$ cat src/core/adder_pkg.sv
package adder_pkg;

	// data path geometry
	localparam int WORD_W = 36; // one adder half
	localparam int HI_W = WORD_W - 32; // bits held in each upper register word
	localparam int UWORD_W = 75; // whole microword, parity included
	localparam int FIELD_W = 6; // adder control field
	localparam int ADDR_W = 8; // decoded bus address bits

	// placement of the adder control field and the long-adder bit in the microword
	localparam int ADF_LSB = 20;
	localparam int LONG_BIT = 60;

	// positions inside the adder control field
	localparam int FLD_CIN = 5; // carry input
	localparam int FLD_MODE = 4; // one selects the boolean set
	localparam int FLD_SEL_LSB = 0; // four-bit function select

	// positions of the function select bits
	localparam int SEL_BIT3 = 3;
	localparam int SEL_BIT2 = 2;
	localparam int SEL_BIT1 = 1;
	localparam int SEL_BIT0 = 0;

	// register byte offsets
	localparam logic [ADDR_W-1:0] OFS_A_MAIN_LO = 8'h00;
	localparam logic [ADDR_W-1:0] OFS_A_MAIN_HI = 8'h04;
	localparam logic [ADDR_W-1:0] OFS_B_MAIN_LO = 8'h08;
	localparam logic [ADDR_W-1:0] OFS_B_MAIN_HI = 8'h0C;
	localparam logic [ADDR_W-1:0] OFS_A_EXT_LO = 8'h10;
	localparam logic [ADDR_W-1:0] OFS_A_EXT_HI = 8'h14;
	localparam logic [ADDR_W-1:0] OFS_B_EXT_LO = 8'h18;
	localparam logic [ADDR_W-1:0] OFS_B_EXT_HI = 8'h1C;
	localparam logic [ADDR_W-1:0] OFS_UWORD_0 = 8'h20;
	localparam logic [ADDR_W-1:0] OFS_UWORD_1 = 8'h24;
	localparam logic [ADDR_W-1:0] OFS_UWORD_2 = 8'h28;
	localparam logic [ADDR_W-1:0] OFS_RES_MAIN_LO = 8'h30;
	localparam logic [ADDR_W-1:0] OFS_RES_MAIN_HI = 8'h34;
	localparam logic [ADDR_W-1:0] OFS_RES_EXT_LO = 8'h38;
	localparam logic [ADDR_W-1:0] OFS_RES_EXT_HI = 8'h3C;
	localparam logic [ADDR_W-1:0] OFS_STATUS = 8'h40;

	// status register bits
	localparam int ST_COUT_MAIN = 0;
	localparam int ST_COUT_EXT = 1;
	localparam int ST_GEN_MAIN = 2;
	localparam int ST_CARRY_PROPAGATE_TERM_MAIN = 3;
	localparam int ST_LONG = 4;
	localparam int ST_BOOL = 5;
	localparam int ST_W = 6;

	// reset values
	localparam logic [WORD_W-1:0] WORD_RST = 36'h0_0000_0000;
	localparam logic [UWORD_W-1:0] UWORD_RST = 75'h000_0000_0000_0000_0000;

	// bus responses
	localparam logic [1:0] RESP_OKAY = 2'h0;
	localparam logic [1:0] RESP_SLVERR = 2'h2;

endpackage

$ cat src/core/adder_function_control.sv
// Functional notes
// - take a 75-bit microword with parity
// - six-bit field steers both adder halves
// - low four field bits pick sixteen functions
// - mode bit one boolean, zero arithmetic
// - carry input adds one to arithmetic
// - arithmetic codes give A, 2A, A+B, A-B-1, -1, A-1
// - boolean codes give ones, equivalence, xor, B, zeros
// - carry out as from one-bit-wider adder
// - carry out independent of mode bit
// - boolean with carry in still carries out
// - both results formed at once, carries arithmetic
// - per-digit generate and propagate from select terms
// - boolean mode suppresses carries at output
// - 36-bit halves join only under long special
// - arithmetic output is xor with carries
//
// The AXI4-Lite interface to the registers and the address map are this design's own decisions.
`timescale 1ns/1ps
`default_nettype none

module adder_function_control
	import adder_pkg::*;
(
	input wire logic aclk,
	input wire logic aresetn,
	input wire logic [ADDR_W-1:0] awaddr,
	input wire logic awvalid,
	output logic awready,
	input wire logic [31:0] wdata,
	input wire logic [3:0] wstrb,
	input wire logic wvalid,
	output logic wready,
	output logic [1:0] bresp,
	output logic bvalid,
	input wire logic bready,
	input wire logic [ADDR_W-1:0] araddr,
	input wire logic arvalid,
	output logic arready,
	output logic [31:0] rdata,
	output logic [1:0] rresp,
	output logic rvalid,
	input wire logic rready
);

	////////////////////////////////////////////////////////////////////////////////
	// helper functions

	// merge one bus word into an old value under the byte strobes
	function automatic logic [31:0] strb_merge(input logic [31:0] old_v, input logic [31:0] new_v,
		input logic [3:0] strb);
		logic [31:0] res;
		res = old_v;
		for (int i = 0; i < 4; i++) begin
			if (strb[i]) begin
				res[8*i +: 8] = new_v[8*i +: 8];
			end
		end
		return res;
	endfunction

	// same merge for a narrow upper part, which sits in the low lane bits of its word
	function automatic logic [HI_W-1:0] hi_merge(input logic [HI_W-1:0] old_v,
		input logic [31:0] new_v, input logic [3:0] strb);
		logic [31:0] res;
		res = strb_merge({{(32-HI_W){1'b0}}, old_v}, new_v, strb);
		return res[HI_W-1:0];
	endfunction

	// one adder half: returns {group generate, group propagate, carry out, result}
	function automatic logic [WORD_W+2:0] alu_half(input logic [WORD_W-1:0] a,
		input logic [WORD_W-1:0] b, input logic [3:0] sel, input logic bool_mode,
		input logic cin);
		logic [WORD_W-1:0] bn;
		logic [WORD_W-1:0] gen_t;
		logic [WORD_W-1:0] carry_propagate_term_t;
		logic [WORD_W-1:0] fval;
		logic [WORD_W:0] sum;
		logic [WORD_W:0] sum0;
		logic grp_p;
		bn = ~b;
		// propagate: A ored with select-gated true and complement B
		carry_propagate_term_t = a | (bn & {WORD_W{sel[SEL_BIT3]}}) | (b & {WORD_W{sel[SEL_BIT2]}});
		// generate: A gated by select-steered B terms, so generate implies propagate
		gen_t = a & ((b & {WORD_W{sel[SEL_BIT1]}}) | (bn & {WORD_W{sel[SEL_BIT0]}}));
		// arithmetic function is propagate plus generate, carry entering at bit 0
		sum = {1'b0, carry_propagate_term_t} + {1'b0, gen_t} + {{WORD_W{1'b0}}, cin};
		sum0 = {1'b0, carry_propagate_term_t} + {1'b0, gen_t};
		// boolean result has no carries at all; arithmetic one is the xor chain
		if (bool_mode) begin
			fval = ~(carry_propagate_term_t ^ gen_t);
		end else begin
			fval = sum[WORD_W-1:0];
		end
		// carry and group terms come from the arithmetic sum in both modes
		// group propagate: the carry-free sum is all ones, so a carry in would ripple out
		grp_p = ~sum0[WORD_W] & (&sum0[WORD_W-1:0]);
		return {sum0[WORD_W], grp_p, sum[WORD_W], fval};
	endfunction

	////////////////////////////////////////////////////////////////////////////////
	// storage

	logic [WORD_W-1:0] a_main_r; // main half A operand
	logic [WORD_W-1:0] b_main_r; // main half B operand
	logic [WORD_W-1:0] a_ext_r; // extension half A operand
	logic [WORD_W-1:0] b_ext_r; // extension half B operand
	localparam int UW_TOP_W = UWORD_W - 64; // microword bits in its third bus word
	logic [UWORD_W-1:0] uword_r; // whole microword as written
	logic [WORD_W-1:0] res_main_r; // registered main result
	logic [WORD_W-1:0] res_ext_r; // registered extension result
	logic [ST_W-1:0] status_r; // registered carries and mode

	// write channel state
	logic awready_r;
	logic wready_r;
	logic bvalid_r;
	logic [1:0] bresp_r;
	logic [ADDR_W-1:0] waddr_r; // captured write address
	logic [31:0] wdata_r; // captured write data
	logic [3:0] wstrb_r; // captured strobes
	logic do_write; // both halves of a write are held and no answer is pending
	logic wmap; // write address is a writable register

	// read channel state
	logic arready_r;
	logic rvalid_r;
	logic [31:0] rdata_r;
	logic [1:0] rresp_r;

	// decoded microword fields
	logic [FIELD_W-1:0] ad_field; // adder control field
	logic [3:0] fsel; // function select
	logic bool_mode; // boolean set chosen
	logic carry_in; // carry into the least significant bit
	logic long_adder_special; // join halves into one 72-bit adder

	// combinational adder outputs
	logic [WORD_W+2:0] ext_out;
	logic [WORD_W+2:0] main_out;
	logic main_cin;

	////////////////////////////////////////////////////////////////////////////////
	// microword decode

	// the field and the long-adder bit are the only parts of the microword used here
	always_comb begin
		ad_field = uword_r[ADF_LSB +: FIELD_W];
		fsel = ad_field[FLD_SEL_LSB +: 4];
		bool_mode = ad_field[FLD_MODE];
		carry_in = ad_field[FLD_CIN];
		long_adder_special = uword_r[LONG_BIT];
	end

	////////////////////////////////////////////////////////////////////////////////
	// adder halves

	// both halves share one control field; only the carry path differs in long mode
	always_comb begin
		ext_out = alu_half(a_ext_r, b_ext_r, fsel, bool_mode, carry_in);
		// short mode keeps the halves apart, each with the field's carry input
		if (long_adder_special) begin
			main_cin = ext_out[WORD_W];
		end else begin
			main_cin = carry_in;
		end
		main_out = alu_half(a_main_r, b_main_r, fsel, bool_mode, main_cin);
	end

	// results are registered so that reads see a stable snapshot of the current inputs
	always_ff @(posedge aclk) begin
		if (!aresetn) begin
			res_main_r <= WORD_RST;
			res_ext_r <= WORD_RST;
			status_r <= '0;
		end else begin
			res_main_r <= main_out[WORD_W-1:0];
			res_ext_r <= ext_out[WORD_W-1:0];
			status_r[ST_COUT_MAIN] <= main_out[WORD_W];
			status_r[ST_COUT_EXT] <= ext_out[WORD_W];
			status_r[ST_CARRY_PROPAGATE_TERM_MAIN] <= main_out[WORD_W+1];
			status_r[ST_GEN_MAIN] <= main_out[WORD_W+2];
			status_r[ST_LONG] <= long_adder_special;
			status_r[ST_BOOL] <= bool_mode;
		end
	end

	////////////////////////////////////////////////////////////////////////////////
	// write address and data channels

	// each channel is taken once, in either order, then closed until the answer is taken
	always_ff @(posedge aclk) begin
		if (!aresetn) begin
			awready_r <= 1'b1;
			waddr_r <= '0;
		end else if (awvalid && awready_r) begin
			awready_r <= 1'b0;
			waddr_r <= awaddr;
		end else if (bvalid_r && bready) begin
			awready_r <= 1'b1;
		end
	end

	always_ff @(posedge aclk) begin
		if (!aresetn) begin
			wready_r <= 1'b1;
			wdata_r <= '0;
			wstrb_r <= '0;
		end else if (wvalid && wready_r) begin
			wready_r <= 1'b0;
			wdata_r <= wdata;
			wstrb_r <= wstrb;
		end else if (bvalid_r && bready) begin
			wready_r <= 1'b1;
		end
	end

	// writable map; result and status words are read only and refuse writes
	always_comb begin
		do_write = !awready_r && !wready_r && !bvalid_r;
		unique case (waddr_r)
			OFS_A_MAIN_LO, OFS_A_MAIN_HI, OFS_B_MAIN_LO, OFS_B_MAIN_HI,
			OFS_A_EXT_LO, OFS_A_EXT_HI, OFS_B_EXT_LO, OFS_B_EXT_HI,
			OFS_UWORD_0, OFS_UWORD_1, OFS_UWORD_2: wmap = 1'b1;
			default: wmap = 1'b0;
		endcase
	end

	// write response
	always_ff @(posedge aclk) begin
		if (!aresetn) begin
			bvalid_r <= 1'b0;
			bresp_r <= RESP_OKAY;
		end else if (do_write) begin
			bvalid_r <= 1'b1;
			bresp_r <= wmap ? RESP_OKAY : RESP_SLVERR;
		end else if (bvalid_r && bready) begin
			bvalid_r <= 1'b0;
		end
	end

	////////////////////////////////////////////////////////////////////////////////
	// operand registers

	// upper words hold only the bits above 31; the rest of the lane is dropped
	always_ff @(posedge aclk) begin
		if (!aresetn) begin
			a_main_r <= WORD_RST;
			b_main_r <= WORD_RST;
			a_ext_r <= WORD_RST;
			b_ext_r <= WORD_RST;
		end else if (do_write) begin
			unique case (waddr_r)
				OFS_A_MAIN_LO: a_main_r[31:0] <= strb_merge(a_main_r[31:0], wdata_r, wstrb_r);
				OFS_A_MAIN_HI: a_main_r[WORD_W-1:32] <=
					hi_merge(a_main_r[WORD_W-1:32], wdata_r, wstrb_r);
				OFS_B_MAIN_LO: b_main_r[31:0] <= strb_merge(b_main_r[31:0], wdata_r, wstrb_r);
				OFS_B_MAIN_HI: b_main_r[WORD_W-1:32] <=
					hi_merge(b_main_r[WORD_W-1:32], wdata_r, wstrb_r);
				OFS_A_EXT_LO: a_ext_r[31:0] <= strb_merge(a_ext_r[31:0], wdata_r, wstrb_r);
				OFS_A_EXT_HI: a_ext_r[WORD_W-1:32] <=
					hi_merge(a_ext_r[WORD_W-1:32], wdata_r, wstrb_r);
				OFS_B_EXT_LO: b_ext_r[31:0] <= strb_merge(b_ext_r[31:0], wdata_r, wstrb_r);
				OFS_B_EXT_HI: b_ext_r[WORD_W-1:32] <=
					hi_merge(b_ext_r[WORD_W-1:32], wdata_r, wstrb_r);
				default: ; // other words are not operands
			endcase
		end
	end

	// microword in three words; parity bits are stored but not checked here
	always_ff @(posedge aclk) begin
		if (!aresetn) begin
			uword_r <= UWORD_RST;
		end else if (do_write) begin
			unique case (waddr_r)
				OFS_UWORD_0: uword_r[31:0] <= strb_merge(uword_r[31:0], wdata_r, wstrb_r);
				OFS_UWORD_1: uword_r[63:32] <= strb_merge(uword_r[63:32], wdata_r, wstrb_r);
				OFS_UWORD_2: uword_r[UWORD_W-1:64] <= UW_TOP_W'(strb_merge({21'h0,
					uword_r[UWORD_W-1:64]}, wdata_r, wstrb_r));
				default: ; // other words are not microword
			endcase
		end
	end

	////////////////////////////////////////////////////////////////////////////////
	// read channel

	// one read at a time: address taken, data answered on the next edge
	always_ff @(posedge aclk) begin
		if (!aresetn) begin
			arready_r <= 1'b1;
			rvalid_r <= 1'b0;
			rdata_r <= '0;
			rresp_r <= RESP_OKAY;
		end else if (arvalid && arready_r) begin
			arready_r <= 1'b0;
			rvalid_r <= 1'b1;
			rresp_r <= RESP_OKAY;
			// narrow words read back in the low bits, the rest as zero
			unique case (araddr)
				OFS_A_MAIN_LO: rdata_r <= a_main_r[31:0];
				OFS_A_MAIN_HI: rdata_r <= {{(32-HI_W){1'b0}}, a_main_r[WORD_W-1:32]};
				OFS_B_MAIN_LO: rdata_r <= b_main_r[31:0];
				OFS_B_MAIN_HI: rdata_r <= {{(32-HI_W){1'b0}}, b_main_r[WORD_W-1:32]};
				OFS_A_EXT_LO: rdata_r <= a_ext_r[31:0];
				OFS_A_EXT_HI: rdata_r <= {{(32-HI_W){1'b0}}, a_ext_r[WORD_W-1:32]};
				OFS_B_EXT_LO: rdata_r <= b_ext_r[31:0];
				OFS_B_EXT_HI: rdata_r <= {{(32-HI_W){1'b0}}, b_ext_r[WORD_W-1:32]};
				OFS_UWORD_0: rdata_r <= uword_r[31:0];
				OFS_UWORD_1: rdata_r <= uword_r[63:32];
				OFS_UWORD_2: rdata_r <= {21'h0, uword_r[UWORD_W-1:64]};
				OFS_RES_MAIN_LO: rdata_r <= res_main_r[31:0];
				OFS_RES_MAIN_HI: rdata_r <= {{(32-HI_W){1'b0}}, res_main_r[WORD_W-1:32]};
				OFS_RES_EXT_LO: rdata_r <= res_ext_r[31:0];
				OFS_RES_EXT_HI: rdata_r <= {{(32-HI_W){1'b0}}, res_ext_r[WORD_W-1:32]};
				OFS_STATUS: rdata_r <= {{(32-ST_W){1'b0}}, status_r};
				default: begin
					// unmapped or misaligned: zero data with an error answer
					rdata_r <= '0;
					rresp_r <= RESP_SLVERR;
				end
			endcase
		end else if (rvalid_r && rready) begin
			rvalid_r <= 1'b0;
			arready_r <= 1'b1;
		end
	end

	////////////////////////////////////////////////////////////////////////////////
	// outputs, all straight from flip-flops

	assign awready = awready_r;
	assign wready = wready_r;
	assign bvalid = bvalid_r;
	assign bresp = bresp_r;
	assign arready = arready_r;
	assign rvalid = rvalid_r;
	assign rdata = rdata_r;
	assign rresp = rresp_r;

endmodule

`default_nettype wire

$ cat config.mk
export PLATFORM = sky130hd
export DESIGN_NAME = adder_function_control
export DESIGN_NICKNAME = d
export VERILOG_FILES = /design/src/core/adder_pkg.sv /design/src/core/adder_function_control.sv
export SDC_FILE = /design/constraint.sdc
export NUM_CORES = 1
export LEC_CHECK = 0
export BUFFER_PORTS_ARGS = -buffer_cell sky130_fd_sc_hd__clkbuf_2
export CAP_MARGIN = 40
export CORE_UTILIZATION = 35
export DETAILED_ROUTE_END_ITERATION = 10
export GPL_TIMING_DRIVEN = 0
export PLACE_DENSITY = 0.58
export SYNTH_ARGS = -nofsm -noshare
export SYNTH_HDL_FRONTEND = slang
export SYNTH_SLANG_ARGS = --single-unit
$ cat constraint.sdc
create_clock -name aclk -period 8.19 [get_ports aclk]
set_input_delay 0 -clock aclk [delete_from_list [all_inputs] [get_ports aclk]]
set_output_delay 0 -clock aclk [all_outputs]
set_load 0.005 [all_outputs]
Word-level counts from Yosys, hierarchy flattened

Cells that the tools add are included.

Output and inout port bits: 41
Memory bits (read-only): 0
Word-level logic and storage cells: 162
Memory bits (writable): 0
Latch bits: 0
Bits in registers: 382
Memories: 0
Input port bits: 59

Eq/ne operators: 25
Shift-type cells: 0
Multiply operators: 0
Bitwise operators: 24
Reductions and logical operators: 49
Muxes and demuxes: 16
$add $sub $neg: 4
Div/mod/pow operators: 0
Magnitude comparators: 0

Operator list:

| cell                                                                  | number |
|---|---|
| 32-bit one-hot mux with 16 select lines                               | 1 |
| 36-bit AND                                                            | 10 |
| 36-bit bitwise OR                                                     | 6 |
| 36-bit inverter                                                       | 4 |
| 3-bit AND reduction                                                   | 30 |
| 8-bit by 6-bit equality test with 1-bit output, second input constant | 10 |
| 36-bit by 36-bit adder with 37-bit output                             | 2 |
| 37-bit by 1-bit adder with 37-bit output                              | 2 |
| 36-bit two-way mux                                                    | 2 |
| 36-bit XOR                                                            | 2 |
| 8-bit by 5-bit equality test with 1-bit output, second input constant | 8 |
| 36-bit AND reduction                                                  | 1 |
| 8-bit by 4-bit equality test with 1-bit output, second input constant | 4 |
| 8-bit by 3-bit equality test with 1-bit output, second input constant | 2 |
| 8-bit zero test                                                       | 2 |
| 16-bit OR reduction                                                   | 1 |
| 1-bit two-way mux                                                     | 11 |
| 11-bit OR reduction                                                   | 1 |
| 8-bit by 7-bit equality test with 1-bit output, second input constant | 1 |
| 2-bit nonzero test                                                    | 4 |
| 1-bit logical AND                                                     | 7 |
| 2-bit two-way mux                                                     | 2 |
| 1-bit zero test                                                       | 3 |
| 1-bit AND                                                             | 1 |
| 1-bit inverter                                                        | 1 |

Logic depth before layout (Yosys ltp)

Gate-level depths: netlist of run 1.

Depth after elaboration: 9
Depth in mapped cells: 27
Gate-level depth less buffers: 26

Worst setup path before layout of run 1

Ideal clock, no wire load.

Path type: flip-flop to flip-flop
Start: register uword_r[20]
End: register res_main_r[31]
Slack: 2295 ps
Stages on the path, launching flop included: 28
Setup time: 118 ps
Data required time: 8072 ps
Buffers on the path: 1
Data arrival time: 5777 ps
Clock period less this slack: 5895 ps
Path through: dfxtp_1 -> clkbuf_1 -> mux2_2 -> and2_1 -> inv_1 -> fa_1 -> fa_1 -> nor2b_1 -> o31ai_1 -> a21oi_1 -> a21o_1 -> a221oi_1 -> a21oi_1 -> a221o_1 -> nand4_1 -> a31oi_1 -> o31a_1 -> mux2_2 -> ha_1 -> nor3b_1 -> nand3_1 -> nor4_1 -> nand4_1 -> nor2_1 -> nand3_1 -> nor4_1 -> mux2_2 -> mux2i_1

Word-level cells in the longest chain between the ends: 8
Elaborated cells between the ends (all ways): 14
Those cells by class: add/sub (4); mux (2); bitwise (8)

Ends and longest elaborated chain:

| item                                      | RTL line                      | text |
|---|---|---|
| start: declaration                        | adder_function_control.sv:109 | `logic [UWORD_W-1:0] uword_r;` |
| start signal: assignment                  | adder_function_control.sv:277 | `OFS_UWORD_0: uword_r[31:0] <= strb_merge(uword_r[31:0], wdata_r, wstrb_r);` |
| start signal: indexed assignment          | adder_function_control.sv:279 | `OFS_UWORD_2: uword_r[UWORD_W-1:64] <= UW_TOP_W'(strb_merge({21'h0,` |
| 36-bit AND                                | adder_function_control.sv:85  | `gen_t = a & ((b & {WORD_W{sel[SEL_BIT1]}}) \| (bn & {WORD_W{sel[SEL_BIT0]}}));` |
| 36-bit bitwise OR                         | adder_function_control.sv:85  |  |
| 36-bit AND                                | adder_function_control.sv:85  |  |
| 36-bit by 36-bit adder with 37-bit output | n/a                           |  |
| 37-bit by 1-bit adder with 37-bit output  | adder_function_control.sv:87  | `sum = {1'b0, carry_propagate_term_t} + {1'b0, gen_t} + {{WORD_W{1'b0}}, cin};` |
| 1-bit two-way mux                         | adder_function_control.sv:162 | `if (long_adder_special) begin` |
| 37-bit by 1-bit adder with 37-bit output  | adder_function_control.sv:87  |  |
| 36-bit two-way mux (*)                    | adder_function_control.sv:90  | `if (bool_mode) begin` |
| end signal: assignment                    | adder_function_control.sv:177 | `res_main_r <= main_out[WORD_W-1:0];` |
| end: declaration                          | adder_function_control.sv:110 | `logic [WORD_W-1:0] res_main_r;` |

Every way passes the cells marked *; elsewhere a longest branch is shown, timed or not.
A chain may end at the register's enable or synchronous reset.

Worst setup path after layout of run 1

Start: register uword_r[22]
End: register res_main_r[31]

Word-level cells in the longest chain between the ends: 7
Elaborated cells between the ends (all ways): 12
Those cells by class: add/sub (4); mux (2); bitwise (6)

Ends and longest elaborated chain:

| item                                      | RTL line                      | text |
|---|---|---|
| 36-bit AND                                | adder_function_control.sv:83  | `carry_propagate_term_t = a \| (bn & {WORD_W{sel[SEL_BIT3]}}) \| (b & {WORD_W{sel[SEL_BIT2]}});` |
| 36-bit bitwise OR                         | adder_function_control.sv:83  |  |
| 36-bit by 36-bit adder with 37-bit output | n/a                           |  |
| 37-bit by 1-bit adder with 37-bit output  | adder_function_control.sv:87  |  |
| 1-bit two-way mux                         | adder_function_control.sv:162 |  |
| 37-bit by 1-bit adder with 37-bit output  | adder_function_control.sv:87  |  |
| 36-bit two-way mux (*)                    | adder_function_control.sv:90  |  |

Marked as above.

==> flow_summary.ini, run 1 <==
[run_status]
outcome = finished with violations
violations = design-rule violations

[floorplanning]
dieArea_um2 = 64660
initial_core_util = 0.3538
core_area_um2 = 62970
row_count = 92
die_h_um = 254.3
io_pins = 100
die_w_um = 254.3

[timing]
fmax_mhz = 127.1
rsz0062_at_grt = no
final_max_slew_viol_count = 0
finalHoldViolations = 0
min_period_ns = 7.866
fin_worst_skew_ns = 0.03174
tightest_slew_ns = 0.9774
finalCritPeriodShare = 0.9605
relSlewSlack = 0.3484
worst_slack_ns = 0.3238
hold_ws_ns = 0.002968
finalSetupViolations = 0

[placement]
preCtsSetupSlack_ns = -0.2457
io_buffers = 97
post-dp-hpwl_um = 74380
gp_congestion = 1.031

[clocking]
cts.sinks = 380
clk_pin_slew_worst_paths_ns = 0.07
clockBufferDepth = 3
htreeDepth = 2
clockRootBuffer = clkbuf_16
cts_tree = yes
clk-insertion-delay-late_ns = 0.60
cts_buffers = 43

[pwr]
peakVddDrop_mv = 0.1204
power.leakage_nw = 11.20
p_per_area_nw_per_um2 = 161.3

[route]
initialDrtViolationCount = 2443
routed_via_density = 5.809
vias = 22420
ant_nets = 0
wirelength_um = 96260
wl_per_cell_um = 24.94
drc = 2
dr.pass1.iters = 9

[yosys]
synthCells = 2743
yosysWarnings = 0
synth_area_leaders = dfxtp_1, mux2i_1, nor2_1
ys_seq_area_frac = 0.3415
async_flop_share = 0
ys.flop_type = dfxtp_1
synth_top_area_share = 0.3415
postSynthAreaPerCell_um2 = 8.121
synth_top_area_cell = dfxtp_1
yosysUniqueCellTypes = 85
postSynthRegisterBits = 380
synth_edf_count = 0
syn_area_um2 = 22280

[setup_path]
cp.required_ns = 8.66
cp-start-kind = register
ff2ff_setup_slack_ns = 0.32
critPathCaptureType = register
crit_path_max_fanout = 7
cp.arrival_ns = 8.33
path_class = reg -> reg

[layout]
area_growth_pct = 18.68
nNetsFinal = 3121
drive_gt1_frac = 0.08530
fillCellCount = 6475

[global_route]
antenna_found_initial = 0
track_usage = 0.2921
overflow = 0
grt_pass1_vias = 20570
grt_pass1_wl_um = 138700
grt_max_degree = 14

[flow_run]
cap_violations = 0

[worst_hold_path]
min_path_type = in -> reg
==> kinds of logic after synthesis <==
logic type      synth area share
simple gates              0.2320
mux                      0.09739
xor+xnor                 0.03656
buf+inv                  0.04010
other cells            0.0001683
flops                     0.3415
fa+ha+maj                0.04482
compound gates            0.2075
==> worst max-delay path, stage by stage, from the launching register on <==
cell and delay, ns:
dfxtp_1 0.33, clkbuf_1 0.35, buf_8 0.22, a211o_1 0.16, inv_1 0.05, fa_1 0.49
fa_1 0.50, nor2b_1 0.17, o31ai_1 0.13, a21oi_2 0.31, a21o_1 0.19, a221oi_1 0.18
a21oi_1 0.26, a221o_1 0.27, nand4_1 0.35, a31oi_1 0.29, o31a_1 0.17, mux2_2 0.16
ha_1 0.19, nor3b_1 0.32, nand3_1 0.19, nor4_2 0.39, nand4_1 0.44, nor2_1 0.31
nand3_1 0.26, nor4_1 0.33, mux2_2 0.38, mux2i_1 0.32
==> through the flow <==
step | cell area [um^2] | TNS, ns | std cells | utilization | total power (W)
floorplan | 22280 | 0 | 2744 | - | 0.002009
global route | 26440 | 0 | 3859 | 0.4198 | 0.004353
detailed placement | 24310 | -0.6239 | 3727 | 0.3861 | 0.002135
global placement | 23820 | -0.7552 | 3687 | 0.3784 | 0.002123
finish | 26440 | 0 | 3860 | 0.4199 | 0.004264
CTS | 26420 | 0 | 3858 | 0.4196 | 0.004267
==> routing by layer <==
layer / vias up / part of all wire / GRT usage
li1: 10330 / - / -
met1: 10720 / 0.43 / 0.3953
met2: 1151 / 0.43 / 0.4507
met3: 223 / 0.087 / 0.04327
met4: 0 / 0.054 / 0.1465
met5: - / 0 / 0
==> layout by cell type, fill, tap and decap left out, types with 16 or more instances in the layout <==
| master | instances |
|---|---|
| a221oi_1 | 17 |
| a21o_1 | 41 |
| mux2i_1 | 210 |
| clkbuf_2 | 99 |
| a21oi_1 | 196 |
| nor3_1 | 43 |
| dfxtp_1 | 378 |
| clkbuf_1 | 170 |
| nand2_1 | 283 |
| a211oi_1 | 25 |
| inv_1 | 35 |
| nor2_1 | 313 |
| xnor2_1 | 37 |
| a211o_1 | 73 |
| ha_1 | 75 |
| clkbuf_16 | 45 |
| nand3_1 | 125 |
| nand4_1 | 43 |
| xor2_1 | 56 |
| a22oi_1 | 142 |
| buf_6 | 22 |
| nand2b_1 | 19 |
| o21a_1 | 16 |
| nor2b_1 | 154 |
| dlygate4sd3_1 | 59 |
| and2_1 | 20 |
| o21ai_0 | 54 |
==> registers in the layout, summed over array words and instances (netlist names), 36 cells and up <==
signal / count
res_main_r: 36
b_main_r: 36
b_ext_r: 36
res_ext_r: 36
a_ext_r: 36
a_main_r: 36
uword_r: 75
==> synthesized netlist by cell type (5+ instances only) <==
cell	count
a211o_1	73
a211oi_1	25
a21o_1	41
a21oi_1	197
a221o_1	8
a221oi_1	17
a222oi_1	5
a22o_1	14
a22oi_1	142
a311oi_1	6
a31oi_1	14
and2_1	20
and3_1	12
buf_1	11
buf_2	5
clkbuf_1	168
dfxtp_1	380
ha_1	75
inv_1	35
mux2_2	6
mux2i_1	210
nand2_1	283
nand2b_1	19
nand3_1	125
nand3b_1	8
nand4_1	43
nand4b_1	6
nor2_1	313
nor2b_1	154
nor3_1	43
nor3b_1	8
nor4_1	14
o21a_1	16
o21ai_0	54
o21bai_1	9
or3_1	5
or4_1	5
xnor2_1	37
xor2_1	56
==> layout make-up <==
type	instances	area [um^2]	share of cell area
diodes	1	2.502	0.00009465
repair buffers	197	1565	0.05920
clock buffers	57	1241	0.04695
flip-flops and latches	380	7610	0.2878
plain buffers	189	748.2	0.02830
multi-input cells	2136	13800	0.5218
clock inverters	17	277.8	0.01051
well taps	846	1059	0.04004
inverters	37	138.9	0.005253
==> what timing repair did <==
item                                   4_1_cts  5_1_grt
cloned                                       0        0
setup endpoints to repair                    4        3
endpoints found under the hold margin       55        0
setup buffers                                0        0
pin swaps                                    0        0
hold buffers                                59        0
resized for setup                            2        3
==> report_power, final <==
part | internal, W | leakage (nW) | switching (W)
registers | 0.00186 | 3.07 | 0.0000256
clock network | 0.00129 | 0.752 | 0.000856
logic | 0.0000692 | 7.38 | 0.000163
==> path summary, 6_finish.rpt <==
check                                  from        endpoint  depth (start not counted)
worst max-delay path            uword_r[22]  res_main_r[31]                         27
worst min-delay path              araddr[1]        rdata[2]                          5
worst max register to register  uword_r[22]  res_main_r[31]                         27
worst min register to register   wstrb_r[0]      wstrb_r[0]                          2
(Power assumes the default switching activity.)
==> run 2: changes to the inputs <==
Settings changed: ABC_AREA set to 1.
==> flow_summary.ini, run 2 <==
[run_status]
outcome = complete, no violations

[route]
routed_via_density = 5.472
drc = 0
wl_per_cell_um = 22.52
wirelength_um = 102600
initialDrtViolationCount = 2913
ant_nets = 0
dr.pass1.iters = 6
vias = 24940

[floorplanning]
dieArea_um2 = 65240
die_h_um = 255.4
initial_core_util = 0.3550
row_count = 92
core_area_um2 = 63310
die_w_um = 255.4
io_pins = 100

[timing]
finalHoldViolations = 0
relSlewSlack = 0.3009
finalSetupViolations = 0
final_max_slew_viol_count = 0
hold_ws_ns = 0.02270
min_period_ns = 6.424
rsz0062_at_grt = no
fin_worst_skew_ns = 0.02227
tightest_slew_ns = 1.049
setup_tns_ns = 0
fmax_mhz = 155.7
finalCritPeriodShare = 0.7843

[yosys]
synthTopCellsByCount = nand2_1, o21ai_0, nor2_1, a21oi_1, inv_1
ys_seq_area_frac = 0.3384
async_flop_share = 0
synth_edf_count = 0
syn_area_um2 = 22480
synthCells = 3472
synth.most_common_cell = nand2_1
postSynthRegisterBits = 380
ys.flop_type = dfxtp_1
synth_area_leaders = dfxtp_1, o21ai_0, a21oi_1
postSynthAreaPerCell_um2 = 6.474
yosysWarnings = 0
yosysUniqueCellTypes = 53
synth_top_area_share = 0.3384
synth_top_area_cell = dfxtp_1

[setup_path]
crit_family = simple AND/OR/NAND/NOR gates
cp.arrival_ns = 6.83
path_buf_inv = 2
cpPeakStageDelay_ns = 0.77
path_class = reg -> reg
crit_top_cell = nand3_1
cp-start-kind = register
crit_path_max_fanout = 10
crit_path_top_delay_cell = clkbuf_1
critPathCaptureType = register
cp.required_ns = 8.60

[placement]
gp_congestion = 1.019
io_buffers = 97
place_area_um2 = 24300
dp_cells = 4439
post-dp-hpwl_um = 82070

[clocking]
clk-insertion-delay-late_ns = 0.57
clockRootBuffer = clkbuf_16
clk_pin_slew_worst_paths_ns = 0.06
post_cts_buffers = 0
cts.sinks = 380
clockBufferDepth = 3
cts_tree = yes
htreeDepth = 2
cts_buffers = 41

[layout]
multi_input_area_um2 = 12620
nNetsFinal = 3819
register_area_um2 = 7607
largest_reg_flops = 75
fin_cells = 4558
final_cell_mix = nand2_1, o21ai_0, nor2_1
top_register = uword_r
area_growth_pct = 16.34
n_antenna_cell = 0
final_common_cell = nand2_1
finalInstanceArea_um2 = 26150
fillCellCount = 6825
drive_gt1_frac = 0.07355

[global_route]
track_usage = 0.3033
grt_pass1_vias = 22510
overflow = 0
grt_max_degree = 14
grt_pass1_wl_um = 148100
antenna_found_initial = 1

[pwr]
peakVddDrop_mv = 0.1281
p_per_area_nw_per_um2 = 157.4
power.leakage_nw = 11.36

[worst_hold_path]
min_path_type = in -> reg

[flow_run]
cap_violations = 0
## run 2: changes by cell type in the layout (fill, tap and decap cells not counted), sizes merged, moves of 142 or more
| cell | delta |
|---|---|
| mux2i | -210 |
| nand2 | +314 |
| a22oi | -142 |
| nor2b | -154 |
| a21oi | +248 |
| o21ai | +435 |
| inv | +412 |
| nor2 | +155 |
## run 2: layer usage
layer | up-vias | track usage | wire length [um]
met4 | 0 | 0.1345 | 4944
met5 | - | 0 | 0
met3 | 201 | 0.05675 | 10080
met1 | 11560 | 0.4025 | 42790
met2 | 1135 | 0.4763 | 44810
li1 | 12040 | - | -
## run 2: logic make-up after synthesis
group                    synth area share
AO/OA/AOI/OAI                      0.2659
adder cells (fa/ha/maj)           0.04442
AND/OR/NAND/NOR                    0.2415
flip-flops                         0.3384
XOR/XNOR                         0.009129
other                           0.0001668
buffers and inverters              0.1004
## run 2: final cells by class
type | instances | area share
well taps | 846 | 0.04048
clock buffers | 58 | 0.04598
flip-flops and latches | 380 | 0.2909
repair buffers | 166 | 0.04636
plain buffers | 144 | 0.02115
inverters | 454 | 0.06517
clock inverters | 15 | 0.007273
multi-input cells | 2495 | 0.4827
## run 2: what timing repair did
| item | in CTS | in global routing |
|---|---|---|
| endpoints found under the hold margin | 49 | 0 |
| hold buffers | 46 | 0 |
| endpoints found under the setup margin | 0 | 0 |
| resized for setup | 0 | 0 |
## run 2: worst min-delay path, stage by stage
cell and delay, ns:
clkbuf_2 0.08, inv_1 0.05, nand3_1 0.08, nor3_1 0.09
buf_4 0.18, nor2_1 0.08
## run 2: where the power goes
part	switching (W)	total (W)	internal (W)	leakage [nW]
Combinational	0.000162	0.000230	0.0000681	7.61
Clock	0.000817	0.00197	0.00115	0.679
Sequential	0.0000451	0.00192	0.00187	3.07
## run 2: worst paths after layout
check                                      end  slack (ns)        start  depth (start not counted)
worst min-delay path                  rresp[1]        0.02    araddr[7]                          6
worst min register to register     uword_r[62]        0.45  uword_r[62]                          2
worst max-delay path            res_main_r[21]        1.77  uword_r[20]                         27
worst max register to register  res_main_r[21]        1.77  uword_r[20]                         27
## run 2: metrics by stage
step | total power (W) | setup slack [ns] | utilization
final | 0.004116 | 1.766 | 0.4130
after floorplan | 0.002039 | 4.109 | -
after global placement | 0.002158 | 1.711 | 0.3795
after global routing | 0.004210 | 1.424 | 0.4130
after CTS | 0.004114 | 1.985 | 0.4130
after detailed placement | 0.002162 | 2.026 | 0.3838
